### config.mk
export PLATFORM = sky130hd
export DESIGN_NAME = wasm_top
export DESIGN_NICKNAME = d
export VERILOG_FILES = /design/src/hdl/wasm_pkg.sv /design/src/hdl/wasm_top.sv
export SDC_FILE = /design/constraint.sdc
export NUM_CORES = 1
export LEC_CHECK = 0
export ABC_CLOCK_PERIOD_IN_PS = 2600
export BUFFER_PORTS_ARGS = -buffer_cell sky130_fd_sc_hd__buf_2
export CELL_PAD_IN_SITES_DETAIL_PLACEMENT = 0
export CELL_PAD_IN_SITES_GLOBAL_PLACEMENT = 1
export CORE_MARGIN = 10
export CORE_UTILIZATION = 41
export CTS_BUF_LIST = sky130_fd_sc_hd__clkbuf_2
export CTS_CLUSTER_SIZE = 25
export DETAILED_ROUTE_END_ITERATION = 12
export PLACE_DENSITY_LB_ADDON = 0.1
export SLEW_MARGIN = 10
export SYNTH_ARGS = -nofsm -noshare
export SYNTH_HDL_FRONTEND = slang
export SYNTH_SLANG_ARGS = --single-unit
### constraint.sdc
create_clock -name sys_clk -period 2.6 [get_ports sys_clk]
set_clock_uncertainty 0.2 [all_clocks]
set_input_delay 0.39 -clock sys_clk [delete_from_list [all_inputs] [get_ports sys_clk]]
set_output_delay 0.39 -clock sys_clk [all_outputs]
set_load 0.05 [all_outputs]
### src/hdl/wasm_pkg.sv
// constants and types for the wetting auto-scale and supply measurement block
// What this block does
// - closed switch drops high wetting current to 2mA
// - comparator-mode inputs use comparator threshold setting
// - ADC inputs use threshold by input number
// - filter 00 reduces in next detection cycle
// - filter 01/10/11 need 2/3/4 stable cycles
// - restore after same filtered count on open
// - only 10/15mA settings, continuous mode only
// - group disable bit keeps original current
// - interrupt on temperature warning or shutdown
// - supply measured at end of each cycle
// - one extra conversion time, result stored
// - range bit 0: above 9V saturates 1023
// - range bit 1: above 30V saturates 1023
// - two comparators with A/B threshold pairs
// - first cycle after enable always interrupts
// - report per-threshold state and spi flag
// - first result is baseline, then crossings only
// - rising, falling or both edge selection
// - edge select 0 sets no flag, no pin
// - pin enable 0 flags but masks pin
// - supply measurement disabled after reset
// - status read clears flags, releases pin
package wasm_pkg;
    localparam int NUM_IN = 24;
    localparam int NUM_SRC_GRP = 10;
    localparam logic [2:0] CUR_2MA = 3'h2;
    localparam logic [2:0] CUR_10MA = 3'h4;
    localparam logic [2:0] CUR_15MA = 3'h5;
    localparam logic [9:0] CODE_SAT = 10'h3ff;
    localparam int IN_2B_LO = 12;
    localparam int IN_3C_LO = 18;
    localparam int IN_NINE = 23;
    localparam logic [2:0] STAB_MAX = 3'h4;
    localparam logic [1:0] EDGE_OFF = 2'h0;
    localparam logic [1:0] EDGE_RISE = 2'h1;
    localparam logic [1:0] EDGE_FALL = 2'h2;
    localparam logic [1:0] EDGE_BOTH = 2'h3;
    typedef enum logic [1:0] {WASM_IDLE, WASM_CONV, WASM_DONE} wasm_state_t;
endpackage : wasm_pkg

### src/hdl/wasm_top.sv
// wetting current auto-scaling and supply measurement control
module wasm_top (
    // clock and reset
    input wire logic sys_clk,
    input wire logic resetn,
    // detection cycle and input configuration
    input wire logic cycle_end,
    input wire logic continuous_mode,
    input wire logic [23:0] adc_mode,
    input wire logic [23:0] in_above_comp,
    input wire logic [23:0] in_above_mapped,
    input wire logic [23:0] in_above_two_b,
    input wire logic [23:0] in_above_three_c,
    input wire logic [23:0] in_above_nine,
    input wire logic [71:0] wetting_setting,
    input wire logic [1:0] detection_filter_field,
    input wire logic source_group_scaling_off,
    input wire logic sink_group_scaling_off,
    input wire logic [23:0] current_source,
    // temperature
    input wire logic temperature_warning,
    input wire logic thermal_shutdown,
    // supply measurement
    input wire logic supply_measure_enable,
    input wire logic supply_range_select,
    input wire logic [9:0] supply_level_9v,
    input wire logic [9:0] supply_level_30v,
    input wire logic adc_done,
    input wire logic [9:0] supply_cmp0_low_threshold,
    input wire logic [9:0] supply_cmp0_high_threshold,
    input wire logic [9:0] supply_cmp1_low_threshold,
    input wire logic [9:0] supply_cmp1_high_threshold,
    input wire logic [1:0] supply_cmp0_edge_select,
    input wire logic [1:0] supply_cmp1_edge_select,
    input wire logic supply_cmp0_pin_enable,
    input wire logic supply_cmp1_pin_enable,
    input wire logic status_read,
    // outputs
    output logic [71:0] wetting_applied,
    output logic adc_start,
    output logic cycle_extend,
    output logic [9:0] supply_result_register,
    output logic [1:0] supply_cmp0_state,
    output logic [1:0] supply_cmp1_state,
    output logic supply_cmp0_flag,
    output logic supply_cmp1_flag,
    output logic temp_flag,
    output logic supply_threshold_spi_flag,
    output logic int_n
);
    // closure decision by mode and input number
    function automatic logic closed_of(input int i, input logic [23:0] adc_m,
        input logic [23:0] c, input logic [23:0] m, input logic [23:0] b,
        input logic [23:0] t, input logic [23:0] n);
        if (!adc_m[i]) return c[i];
        if (i < wasm_pkg::IN_2B_LO) return m[i];
        if (i < wasm_pkg::IN_3C_LO) return b[i];
        if (i < wasm_pkg::IN_NINE) return t[i];
        return n[i];
    endfunction : closed_of

    // cycles needed for a stable state
    function automatic logic [2:0] need_of(input logic [1:0] f);
        return 3'(f) + 3'h1;
    endfunction : need_of

    // one comparator state: bit0 above A, bit1 above B
    function automatic logic [1:0] cmp_of(input logic [9:0] v, input logic [9:0] a,
        input logic [9:0] b);
        return {v > b, v > a};
    endfunction : cmp_of

    // edge select hit between old and new state
    function automatic logic hit_of(input logic [1:0] o, input logic [1:0] n,
        input logic [1:0] sel);
        logic rise;
        logic fall;
        rise = |(n & ~o);
        fall = |(o & ~n);
        case (sel)
            wasm_pkg::EDGE_RISE: return rise;
            wasm_pkg::EDGE_FALL: return fall;
            wasm_pkg::EDGE_BOTH: return rise | fall;
            default: return 1'b0;
        endcase
    endfunction : hit_of

    // auto-scaling state
    logic [23:0] seen_reg, seen_next;
    logic [23:0] low_reg, low_next;
    logic [2:0] stab_reg [24];
    logic [2:0] stab_next [24];
    logic [71:0] wet_reg, wet_next;

    always_comb begin
        seen_next = seen_reg;
        low_next = low_reg;
        wet_next = wet_reg;
        for (int i = 0; i < wasm_pkg::NUM_IN; i++) begin
            logic c;
            logic hi;
            logic off;
            logic [2:0] s;
            c = closed_of(i, adc_mode, in_above_comp, in_above_mapped,
                in_above_two_b, in_above_three_c, in_above_nine);
            hi = (wetting_setting[i*3 +: 3] == wasm_pkg::CUR_10MA) ||
                (wetting_setting[i*3 +: 3] == wasm_pkg::CUR_15MA);
            off = current_source[i] ? source_group_scaling_off : sink_group_scaling_off;
            s = stab_reg[i];
            stab_next[i] = s;
            if (cycle_end) begin
                seen_next[i] = c;
                // counter restarts on every change of detected state
                if (c != seen_reg[i]) begin
                    stab_next[i] = 3'h1;
                end else if (s < wasm_pkg::STAB_MAX) begin
                    stab_next[i] = s + 3'h1;
                end
                if (((c != seen_reg[i]) ? 3'h1 : s + 3'h1) >= need_of(detection_filter_field)
                    || (c == seen_reg[i] && s >= need_of(detection_filter_field))) begin
                    low_next[i] = c;
                end
            end
            // scaling only for high settings in continuous mode with group enabled
            if (low_reg[i] && hi && continuous_mode && !off) begin
                wet_next[i*3 +: 3] = wasm_pkg::CUR_2MA;
            end else begin
                wet_next[i*3 +: 3] = wetting_setting[i*3 +: 3];
            end
        end
    end

    always_ff @(posedge sys_clk or negedge resetn) begin
        if (!resetn) begin
            seen_reg <= '0;
            low_reg <= '0;
            wet_reg <= '0;
            for (int i = 0; i < wasm_pkg::NUM_IN; i++) stab_reg[i] <= '0;
        end else begin
            seen_reg <= seen_next;
            low_reg <= low_next;
            wet_reg <= wet_next;
            for (int i = 0; i < wasm_pkg::NUM_IN; i++) stab_reg[i] <= stab_next[i];
        end
    end
    assign wetting_applied = wet_reg;

    // supply measurement state
    wasm_pkg::wasm_state_t st_reg, st_next;
    logic base_reg, base_next;
    logic [9:0] res_reg, res_next;
    logic [1:0] s0_reg, s0_next, s1_reg, s1_next;
    logic f0_reg, f0_next, f1_reg, f1_next, ft_reg, ft_next;
    logic tw_d_reg, tsd_d_reg;
    logic p0_reg, p0_next, p1_reg, p1_next;
    logic go_reg, go_next, ext_reg, ext_next, intn_reg, intn_next;
    logic spi_reg, spi_next;

    always_comb begin
        logic [9:0] code;
        logic [1:0] n0;
        logic [1:0] n1;
        logic h0;
        logic h1;
        code = supply_range_select ? supply_level_30v : supply_level_9v;
        n0 = cmp_of(code, supply_cmp0_low_threshold, supply_cmp0_high_threshold);
        n1 = cmp_of(code, supply_cmp1_low_threshold, supply_cmp1_high_threshold);
        st_next = st_reg;
        base_next = base_reg;
        res_next = res_reg;
        s0_next = s0_reg;
        s1_next = s1_reg;
        f0_next = f0_reg;
        f1_next = f1_reg;
        p0_next = p0_reg;
        p1_next = p1_reg;
        go_next = 1'b0;
        ext_next = ext_reg;
        h0 = 1'b0;
        h1 = 1'b0;
        // reading status clears flags; a same-cycle event below still sets them
        ft_next = status_read ? 1'b0 : ft_reg;
        if (status_read) begin
            f0_next = 1'b0;
            f1_next = 1'b0;
            p0_next = 1'b0;
            p1_next = 1'b0;
        end
        if ((temperature_warning && !tw_d_reg) || (thermal_shutdown && !tsd_d_reg)) begin
            ft_next = 1'b1;
        end
        if (!supply_measure_enable) base_next = 1'b0;
        case (st_reg)
            wasm_pkg::WASM_IDLE: begin
                if (cycle_end && supply_measure_enable) begin
                    st_next = wasm_pkg::WASM_CONV;
                    go_next = 1'b1;
                    ext_next = 1'b1;
                end
            end
            wasm_pkg::WASM_CONV: begin
                if (adc_done) begin
                    st_next = wasm_pkg::WASM_DONE;
                    ext_next = 1'b0;
                    res_next = (code > wasm_pkg::CODE_SAT) ? wasm_pkg::CODE_SAT : code;
                    s0_next = n0;
                    s1_next = n1;
                    h0 = !base_reg || hit_of(s0_reg, n0, supply_cmp0_edge_select);
                    h1 = !base_reg || hit_of(s1_reg, n1, supply_cmp1_edge_select);
                    base_next = 1'b1;
                end
            end
            wasm_pkg::WASM_DONE: st_next = wasm_pkg::WASM_IDLE;
            default: st_next = wasm_pkg::WASM_IDLE;
        endcase
        if (h0) begin
            f0_next = 1'b1;
            p0_next = supply_cmp0_pin_enable || !base_reg;
        end
        if (h1) begin
            f1_next = 1'b1;
            p1_next = supply_cmp1_pin_enable || !base_reg;
        end
        intn_next = !(p0_next || p1_next || ft_next);
        // registered so the spi flag leaves the block from a flip-flop
        spi_next = f0_next || f1_next;
    end

    always_ff @(posedge sys_clk or negedge resetn) begin
        if (!resetn) begin
            st_reg <= wasm_pkg::WASM_IDLE;
            base_reg <= 1'b0;
            res_reg <= '0;
            s0_reg <= '0;
            s1_reg <= '0;
            f0_reg <= 1'b0;
            f1_reg <= 1'b0;
            ft_reg <= 1'b0;
            tw_d_reg <= 1'b0;
            tsd_d_reg <= 1'b0;
            p0_reg <= 1'b0;
            p1_reg <= 1'b0;
            go_reg <= 1'b0;
            ext_reg <= 1'b0;
            intn_reg <= 1'b1;
            spi_reg <= 1'b0;
        end else begin
            st_reg <= st_next;
            base_reg <= base_next;
            res_reg <= res_next;
            s0_reg <= s0_next;
            s1_reg <= s1_next;
            f0_reg <= f0_next;
            f1_reg <= f1_next;
            ft_reg <= ft_next;
            tw_d_reg <= temperature_warning;
            tsd_d_reg <= thermal_shutdown;
            p0_reg <= p0_next;
            p1_reg <= p1_next;
            go_reg <= go_next;
            ext_reg <= ext_next;
            intn_reg <= intn_next;
            spi_reg <= spi_next;
        end
    end

    assign adc_start = go_reg;
    assign cycle_extend = ext_reg;
    assign supply_result_register = res_reg;
    assign supply_cmp0_state = s0_reg;
    assign supply_cmp1_state = s1_reg;
    assign supply_cmp0_flag = f0_reg;
    assign supply_cmp1_flag = f1_reg;
    assign temp_flag = ft_reg;
    assign supply_threshold_spi_flag = spi_reg;
    assign int_n = intn_reg;

    a_first_irq: assert property (@(posedge sys_clk) disable iff (!resetn)
        st_reg == wasm_pkg::WASM_CONV && adc_done && !base_reg |=> f0_reg && f1_reg && !int_n)
        else $error("first supply result did not interrupt");
    a_read_clear: assert property (@(posedge sys_clk) disable iff (!resetn)
        status_read && !adc_done && !temperature_warning && !thermal_shutdown |=> !f0_reg)
        else $error("status read did not clear flag");
    a_edge_off: assert property (@(posedge sys_clk) disable iff (!resetn)
        base_reg && supply_cmp0_edge_select == wasm_pkg::EDGE_OFF && !f0_reg |=> !f0_reg)
        else $error("disabled comparator set its flag");
    a_no_meas: assert property (@(posedge sys_clk) disable iff (!resetn)
        st_reg == wasm_pkg::WASM_IDLE && !(cycle_end && supply_measure_enable) |=> !adc_start)
        else $error("conversion started without enable");
    a_sat_code: assert property (@(posedge sys_clk) disable iff (!resetn)
        st_reg == wasm_pkg::WASM_CONV && adc_done && !supply_range_select
        && supply_level_9v == wasm_pkg::CODE_SAT |=> supply_result_register == wasm_pkg::CODE_SAT)
        else $error("saturated supply code not stored");
    a_spi_flag: assert property (@(posedge sys_clk) disable iff (!resetn)
        supply_threshold_spi_flag == (supply_cmp0_flag || supply_cmp1_flag))
        else $error("spi flag missing");
    a_temp_irq: assert property (@(posedge sys_clk) disable iff (!resetn)
        $rose(temperature_warning) |=> ##1 !int_n)
        else $error("temperature warning did not interrupt");
    a_poll_keep: assert property (@(posedge sys_clk) disable iff (!resetn)
        !continuous_mode |=> wetting_applied == $past(wetting_setting))
        else $error("scaling applied in polling mode");
endmodule : wasm_top

==> results of run 1 <==
## metal layers
layer	vias to the layer above	part of all wire (%)
met5	-	0
met1	6569	44
met2	328	49
met4	0	2.3
li1	6877	-
met3	82	5.3
## logic make-up after synthesis
family                   share of synthesized area [%]
AND/OR/NAND/NOR                                  17.02
flip-flops                                       37.76
multiplexers                                     5.217
buffers and inverters                            3.295
XOR/XNOR                                         2.883
adder cells (fa/ha/maj)                          17.93
AO/OA/AOI/OAI                                    15.88
## worst max path at each step
stage / startpoint / to / slack (ps) / depth (start not counted)
after floorplan: supply_range_select / int_n / -350 / 11
after global placement: supply_range_select / int_n / -690 / 11
after detailed placement: supply_range_select / int_n / -830 / 11
after CTS: in_above_comp[2] / low_reg[2] / 0.6 / 13
after global routing: supply_level_9v[0] / int_n / 20 / 13
final: supply_level_9v[0] / int_n / 20 / 13
## metrics by stage
step | setup slack [ps] | power, mW
final | 20.35 | 16.19
after global routing | 18.11 | 17.86
after CTS | 0.5524 | 16.27
after detailed placement | -831.1 | 13.22
after global placement | -690.6 | 12.98
after floorplan | -351.3 | 11.01
## final cells by class
type / count / area (um^2)
Antenna cell: 6 / 15.01
Clock buffer: 95 / 475.5
Clock inverter: 16 / 60.06
Fill cell: 2976 / 13390
Inverter: 99 / 379.1
Multi-Input combinational cell: 1143 / 8969
Sequential cell: 220 / 5507
Tap cell: 461 / 576.8
Timing Repair Buffer: 771 / 5941
## cells in the final DEF (no fill, tap or decap), drive strengths merged, types with 48 or more instances in the layout
cell / netlist / final
a21o: 76 / 76
a21oi: 84 / 84
and2: 120 / 120
buf: 5 / 440
clkbuf: 24 / 95
dfrtp: 219 / 219
dlygate4sd3: 0 / 331
ha: 209 / 209
inv: 99 / 98
mux2i: 49 / 49
nand2: 108 / 108
nand2b: 76 / 76
nor2: 104 / 104
xor2: 48 / 48
## worst max-delay path: cells and delay by family
kind                       cells  cell delay (ps)
AOI/OAI and AO/OA              6             1060
adders and majority gates      1              180
buffers and inverters          3              790
muxes                          1               60
and+or+nand+nor                2              670
## timing repair
| item | 4_1_cts | 5_1_grt |
|---|---|---|
| resized for setup | 0 | 12 |
| setup endpoints to repair | 0 | 16 |
| hold buffers | 307 | 38 |
| hold endpoints to repair | 440 | 46 |
## power groups by stage
stage	Clock [mW]	Sequential, mW	Combinational (mW)
after floorplan	0	5.72	5.30
final	2.54	5.25	8.40
after detailed placement	0	5.30	7.91
after CTS	2.65	5.23	8.38
after global routing	2.86	5.39	9.61
after global placement	0	5.28	7.70
==> summary.md, run 1 <==
| Metric | Value |
|---|---|
| Hold endpoint | stab_reg[29] |
| Via count | 13856 |
| Status | finished, final reports clean |
| Setup crit end kind | flop |
| Drt drc | 0 |
| Leak pwr | 11.25 nW |
| Num CTS Buffers | 68 |
| DRT iter0 DRCs | 512 |
| F_max | roughly 390 MHz |
| Synth cell count leaders | dfrtp_1, ha_1, and2_1 |
| Total number of H-tree levels | 3 |
| Initial antenna violation count | 6 |
| Met1 usage | approximately 25% |
| Max Cap Viol | 0 |
| Largest net degree at the start of global routing | 73 |
| Routed WL | 46180 um |
| Setup_tns | 0 ps |
| Crit path max-delay cell type | dlygate4sd3_1 |
| Final setup fails | 0 |
| Placed cell area | around 18000 um^2 |
| CP cell instances | dlygate4sd3_1 -> buf_2 -> mux2i_1 -> buf_4 -> ha_1 -> nand2b_1 -> a211oi_2 -> a2111oi_4 -> a31oi_4 -> a32o_1 -> o21ai_2 -> or4b_1 -> a21oi_1 |
| Placed Cells | 2363 |
| Critical Path AT | 3170 ps |
| Most used routing layer | met2 |
| Rel. slew slack | 59.27% |
| Req. time, crit path | 3190 ps |
| Count of different cell masters after synthesis | 42 |
| Max-slew violation count | 0 |
| Bufs on Longest Clock Path | 3 |
| Sw Ratio | slightly above 40% |
| Ports | 413 |
| Combinational share of power | between 50% and 60% |
| Synth Cell Area | 14580 um^2 |
| FFs w/ async S/R, synth | 100.0% |
| Row cnt | between 60 and 70 |
| Most used DFF post-synth | dfrtp_1 |
| Met2 layer usage reported by global route | 35.54% |
| Final Util | 62.09% |
| Worst Max-Slew Pin Slew | 611.0 ps |
| R2R Path Start | seen_reg[22] |
| DRT antenna net count | 0 |
| Placer Congestion | 0.8024 |
| Seq pwr share | 32.4% |
| Share of layout cells above drive strength 1 | ~26% |
| Hold Crit Class | in -> reg |
| Die Width | 208.6 um |
| TritonCTS clock tree | built |
| Total Routing Usage GR | approximately a fifth |
| CTS clk-pin slew, worst paths | 90 ps |
| Post-CTS setup buffer count | 0 |
| Initial Utilization | 41.30% |
| Post-synth EDFFs | 0 |
| Seq/Total Area, Yosys | 37.76% |
| Worst r2r dst | low_reg[22] |
| Synthesis Warnings | 0 |
| Register-to-register setup slack | 290 ps |
| Worst hold start | adc_mode[14] |
| Psw | 6.680 mW |
| DRT Pass-1 Iters | 5 |
| Fin area | 21920 um^2 |
| Hold Crit Depth | 6 |
| Maximum vdd ir drop | approximately 0.0007 V |
| Synthesized netlist cell count | 1491 |
| Final Hold Viols | 0 |
| Via-to-Cell Ratio | about 4.9 |
| Syn-to-layout area delta | 50.34% |
| Critical path launch point type | input pin |
| RSZ-0062 raised after global routing | no |
| Mean Syn Cell Area | 9.780 um^2 |
| Crit Path Category | in -> reg |
| Reg2Reg Depth | 9 |
| Core ar. | 35310 um^2 |
| Final HPWL DP | 30770 um |
| Hold slack final | approximately 16 ps |
| Most common cell in the netlist | dfrtp_1 |
| Chip height | around 210 um |
| First-pass GRT wire length | 75620 um |
| Clk pwr share | 15.7% |
| Grt ovf | 0 |
| Final period util | 99.22% |
| PwrDens | about 740 nW/um^2 |
| Final Non-Filler Cells | roughly 2800 |
| Worst Path Max Fanout | 5 |
| Flop and latch count out of synthesis | 220 |
| Vias in the first global route | approximately 15000 |
| Largest stage delay, worst path | 540 ps |
| Clock Latency Late Sink | just under 900 ps |
| Internal power | 9.514 mW |
| Clock root buffer | clkbuf_2 |
| Dominant cell type by area after synthesis | dfrtp_1 |
| Drt wl/cell | between 15 and 20 um |
| Top post-synthesis cells by area | dfrtp_1, ha_1, and2_1 |
| Die area | 43510 um^2 |
| Final min period | 2580 ps |
| Met3 usage | 5.353% |
| Mapped Nets | 2020 |
| Clock sinks | 220 |
| Fin nets | between 2000 and 3000 |
| IO buf count | 340 |
| Top-area cell type share of the netlist area | 37.58% |
Power figures use the tool's default switching activity.
==> run 2: changes to the inputs <==
--- a/config.mk
+++ b/config.mk
@@ -6,7 +6,7 @@
 export NUM_CORES = 1
 export LEC_CHECK = 0
 export ABC_CLOCK_PERIOD_IN_PS = 2600
-export BUFFER_PORTS_ARGS = -buffer_cell sky130_fd_sc_hd__buf_2
+export BUFFER_PORTS_ARGS = -buffer_cell sky130_fd_sc_hd__buf_4
 export CELL_PAD_IN_SITES_DETAIL_PLACEMENT = 0
 export CELL_PAD_IN_SITES_GLOBAL_PLACEMENT = 1
 export CORE_MARGIN = 10
==> run 2 against run 1 <==
Effect of this change: die area did not move; core utilization rose by 2.9 points; maximum frequency fell by 0.82%; the flow now finishes with violations (setup timing); highest routed layer is now met5; largest power group unchanged; clock-buffer cell count fell by 6; non-clock buffer count rose by 6; largest cell class unchanged.
==> summary.md, run 2 (same netlist as run 1, synthesis figures left out) <==
| Metric | Value |
|---|---|
| Status | finished, violations left (was finished, final reports clean) |
| Failing checks | setup timing |
| Num CTS Buffers | 67 (was 68) |
| Clock root buffer | clkbuf_2 (unchanged) |
| Area of the multi-input gates | 9015 um^2 (was 8969 um^2) |
| Share of layout cells above drive strength 1 | 25.88% (was 25.94%) |
| F_max | 384.5 MHz (was 387.7 MHz) |
| Bufs on Longest Clock Path | 3 (unchanged) |
| # fillers | 2774 (was 2976) |
| Via-to-Cell Ratio | 4.920 (was 4.929) |
| Setup crit end kind | flop (unchanged) |
| Core ar. | 35310 um^2 (unchanged) |
| TritonCTS clock tree | built (unchanged) |
| Total number of H-tree levels | 3 (unchanged) |
| Ports | 413 (unchanged) |
| DRT antenna net count | 0 (unchanged) |
| Maximum vdd ir drop | 0.0005056 V (was 0.0007174 V) |
| Chip height | 208.6 um (unchanged) |
| Worst r2r dst | low_reg[4] (was low_reg[22]) |
| Drt wl/cell | 16.88 um (was 16.43 um) |
| Reg area | 5507 um^2 (unchanged) |
| Final Non-Filler Cells | 2824 (was 2811) |
| Fin nets | 2837 (was 2832) |
| DRT Pass-1 Iters | 5 (unchanged) |
| Register-to-register setup slack | 270 ps (was 290 ps) |
| Clock sinks | 220 (unchanged) |
| Syn-to-layout area delta | 57.41% (was 50.34%) |
| Worst Max-Slew Pin Slew | 590.5 ps (was 611.0 ps) |
| Critical Path AT | 3190 ps (was 3170 ps) |
| Vias in the first global route | 14877 (was 15073) |
| DRT iter0 DRCs | 523 (was 512) |
| Reg2Reg Depth | 9 (unchanged) |
| Hold Crit Class | in -> reg (unchanged) |
| Placer Congestion | 0.8147 (was 0.8024) |
| Critical path launch point type | input pin (unchanged) |
| Routed WL | 47670 um (was 46180 um) |
| Initial antenna violation count | 7 (was 6) |
| Initial Utilization | 41.30% (unchanged) |
| PwrDens | 729.6 nW/um^2 (was 738.7 nW/um^2) |
| Req. time, crit path | 3190 ps (about the same) |
| Die Width | 208.6 um (unchanged) |
| Drt drc | 0 (unchanged) |
| Largest net degree at the start of global routing | 122 (was 73) |
| Most frequent cells in the layout | buf_4, dlygate4sd3_1, dfrtp_1 (was buf_2, dlygate4sd3_1, dfrtp_1) |
| Rel. slew slack | 60.64% (was 59.27%) |
| Most common cell after layout, fill and taps aside | buf_4 (was buf_2) |
| Via count | 13895 (was 13856) |
| Final min period | 2601 ps (was 2580 ps) |
| Pre-CTS setup slack | -650.9 ps (was -831.1 ps) |
| Row cnt | 69 (unchanged) |
| Max Cap Viol | 0 (unchanged) |
| Clock Latency Late Sink | 920 ps (was 890 ps) |
| Grt ovf | 0 (unchanged) |
| Max-slew violation count | 0 (unchanged) |
| Crit Path Category | in -> reg (unchanged) |
| R2R Path Start | seen_reg[4] (was seen_reg[22]) |
| Final Hold Viols | 0 (unchanged) |
| First-pass GRT wire length | 77310 um (was 75620 um) |
| Total Routing Usage GR | 21.42% (was 20.82%) |
| PnR worst setup slack | -0.9917 ps (was 20.35 ps) |
| CTS clk-pin slew, worst paths | 90 ps (about the same) |
| Worst Path Max Fanout | 3 (was 5) |
| Final setup fails | 1 (was 0) |
| Die area | 43510 um^2 (unchanged) |
| Final HPWL DP | 30630 um (was 30770 um) |
| IO buf count | 340 (unchanged) |
| Placed Cells | 2357 (was 2363) |
| Crit path to | supply_cmp1_flag (was int_n) |
| Leak pwr | 11.60 nW (was 11.25 nW) |
| Origin of the worst setup path | supply_cmp1_high_threshold[9] (was supply_level_9v[0]) |
| Final period util | 100.0% (was 99.22%) |
==> run 2: cell types whose count changed in the layout (fill, tap and decap cells not counted), moves of 6 or more <==
cell,delta
dlygate4sd3_1,+7
buf_4,+336
clkinv_1,+7
buf_2,-338
clkbuf_2,-6
==> run 2: how the worst min path moves through the flow <==
stage / start / endpoint / slack (ps) / depth (start not counted)
after global placement: resetn / wetting_applied[20] / 90 / 1
after global routing: adc_mode[17] / stab_reg[20] / 5 / 7
after CTS: in_above_three_c[22] / stab_reg[5] / 0.5 / 7
after floorplan: resetn / adc_start / -110 / 0
final: adc_mode[17] / stab_reg[20] / 70 / 7
after detailed placement: resetn / wetting_applied[18] / 90 / 1
==> run 2: layout make-up <==
| class | instances | area share [%] |
|---|---|---|
| inverter | 99 | 1.652 |
| tap | 461 | 2.513 |
| multi-input combinational | 1143 | 39.27 |
| antenna | 6 | 0.06541 |
| timing repair buffer | 777 | 29.84 |
| sequential | 220 | 23.99 |
| clock inverter | 29 | 0.7250 |
| clock buffer | 89 | 1.941 |
==> run 2: metrics by stage <==
stage / utilization (%) / power, mW / cell area (um^2) / TNS (ps) / hold WS [ps]
after floorplan: - / 11.01 / 14890 / -8140 / -105.6
after global placement: 53.08 / 13.19 / 18740 / -2934 / 87.06
after detailed placement: 53.08 / 13.44 / 18740 / -3356 / 87.20
after CTS: 64.17 / 16.80 / 22660 / 0 / 0.4762
after global routing: 65.00 / 18.49 / 22950 / -1.439 / 5.362
final: 65.00 / 16.75 / 22950 / -0.9917 / 65.75
==> run 2: metal layers <==
metal	global-route usage (%)	wire length (um)
met1	26.03	20800
met2	36.52	23110
met3	5.189	2677
met4	7.021	1074
met5	0	12
==> run 2: power breakdown <==
group	internal [mW]	switching [mW]
clock	1.14	1.65
sequential	4.33	0.917
combinational	4.49	4.22
==> run 2: timing repair <==
item,in CTS,in global routing
hold endpoints to repair,440,21
setup buffers,0,3
hold buffers,329,18
endpoints found under the setup margin,0,11
gates resized for setup,0,20
==> run 2: worst max-delay path, stage by stage <==
cell and delay [ps]:
dlygate4sd3_1 540, buf_4 130, inv_1 80, ha_1 240
nand4_1 150, a21oi_1 70, o41a_1 420, mux2_2 330
a31oi_4 180, a21o_1 120, dlygate4sd3_1 550
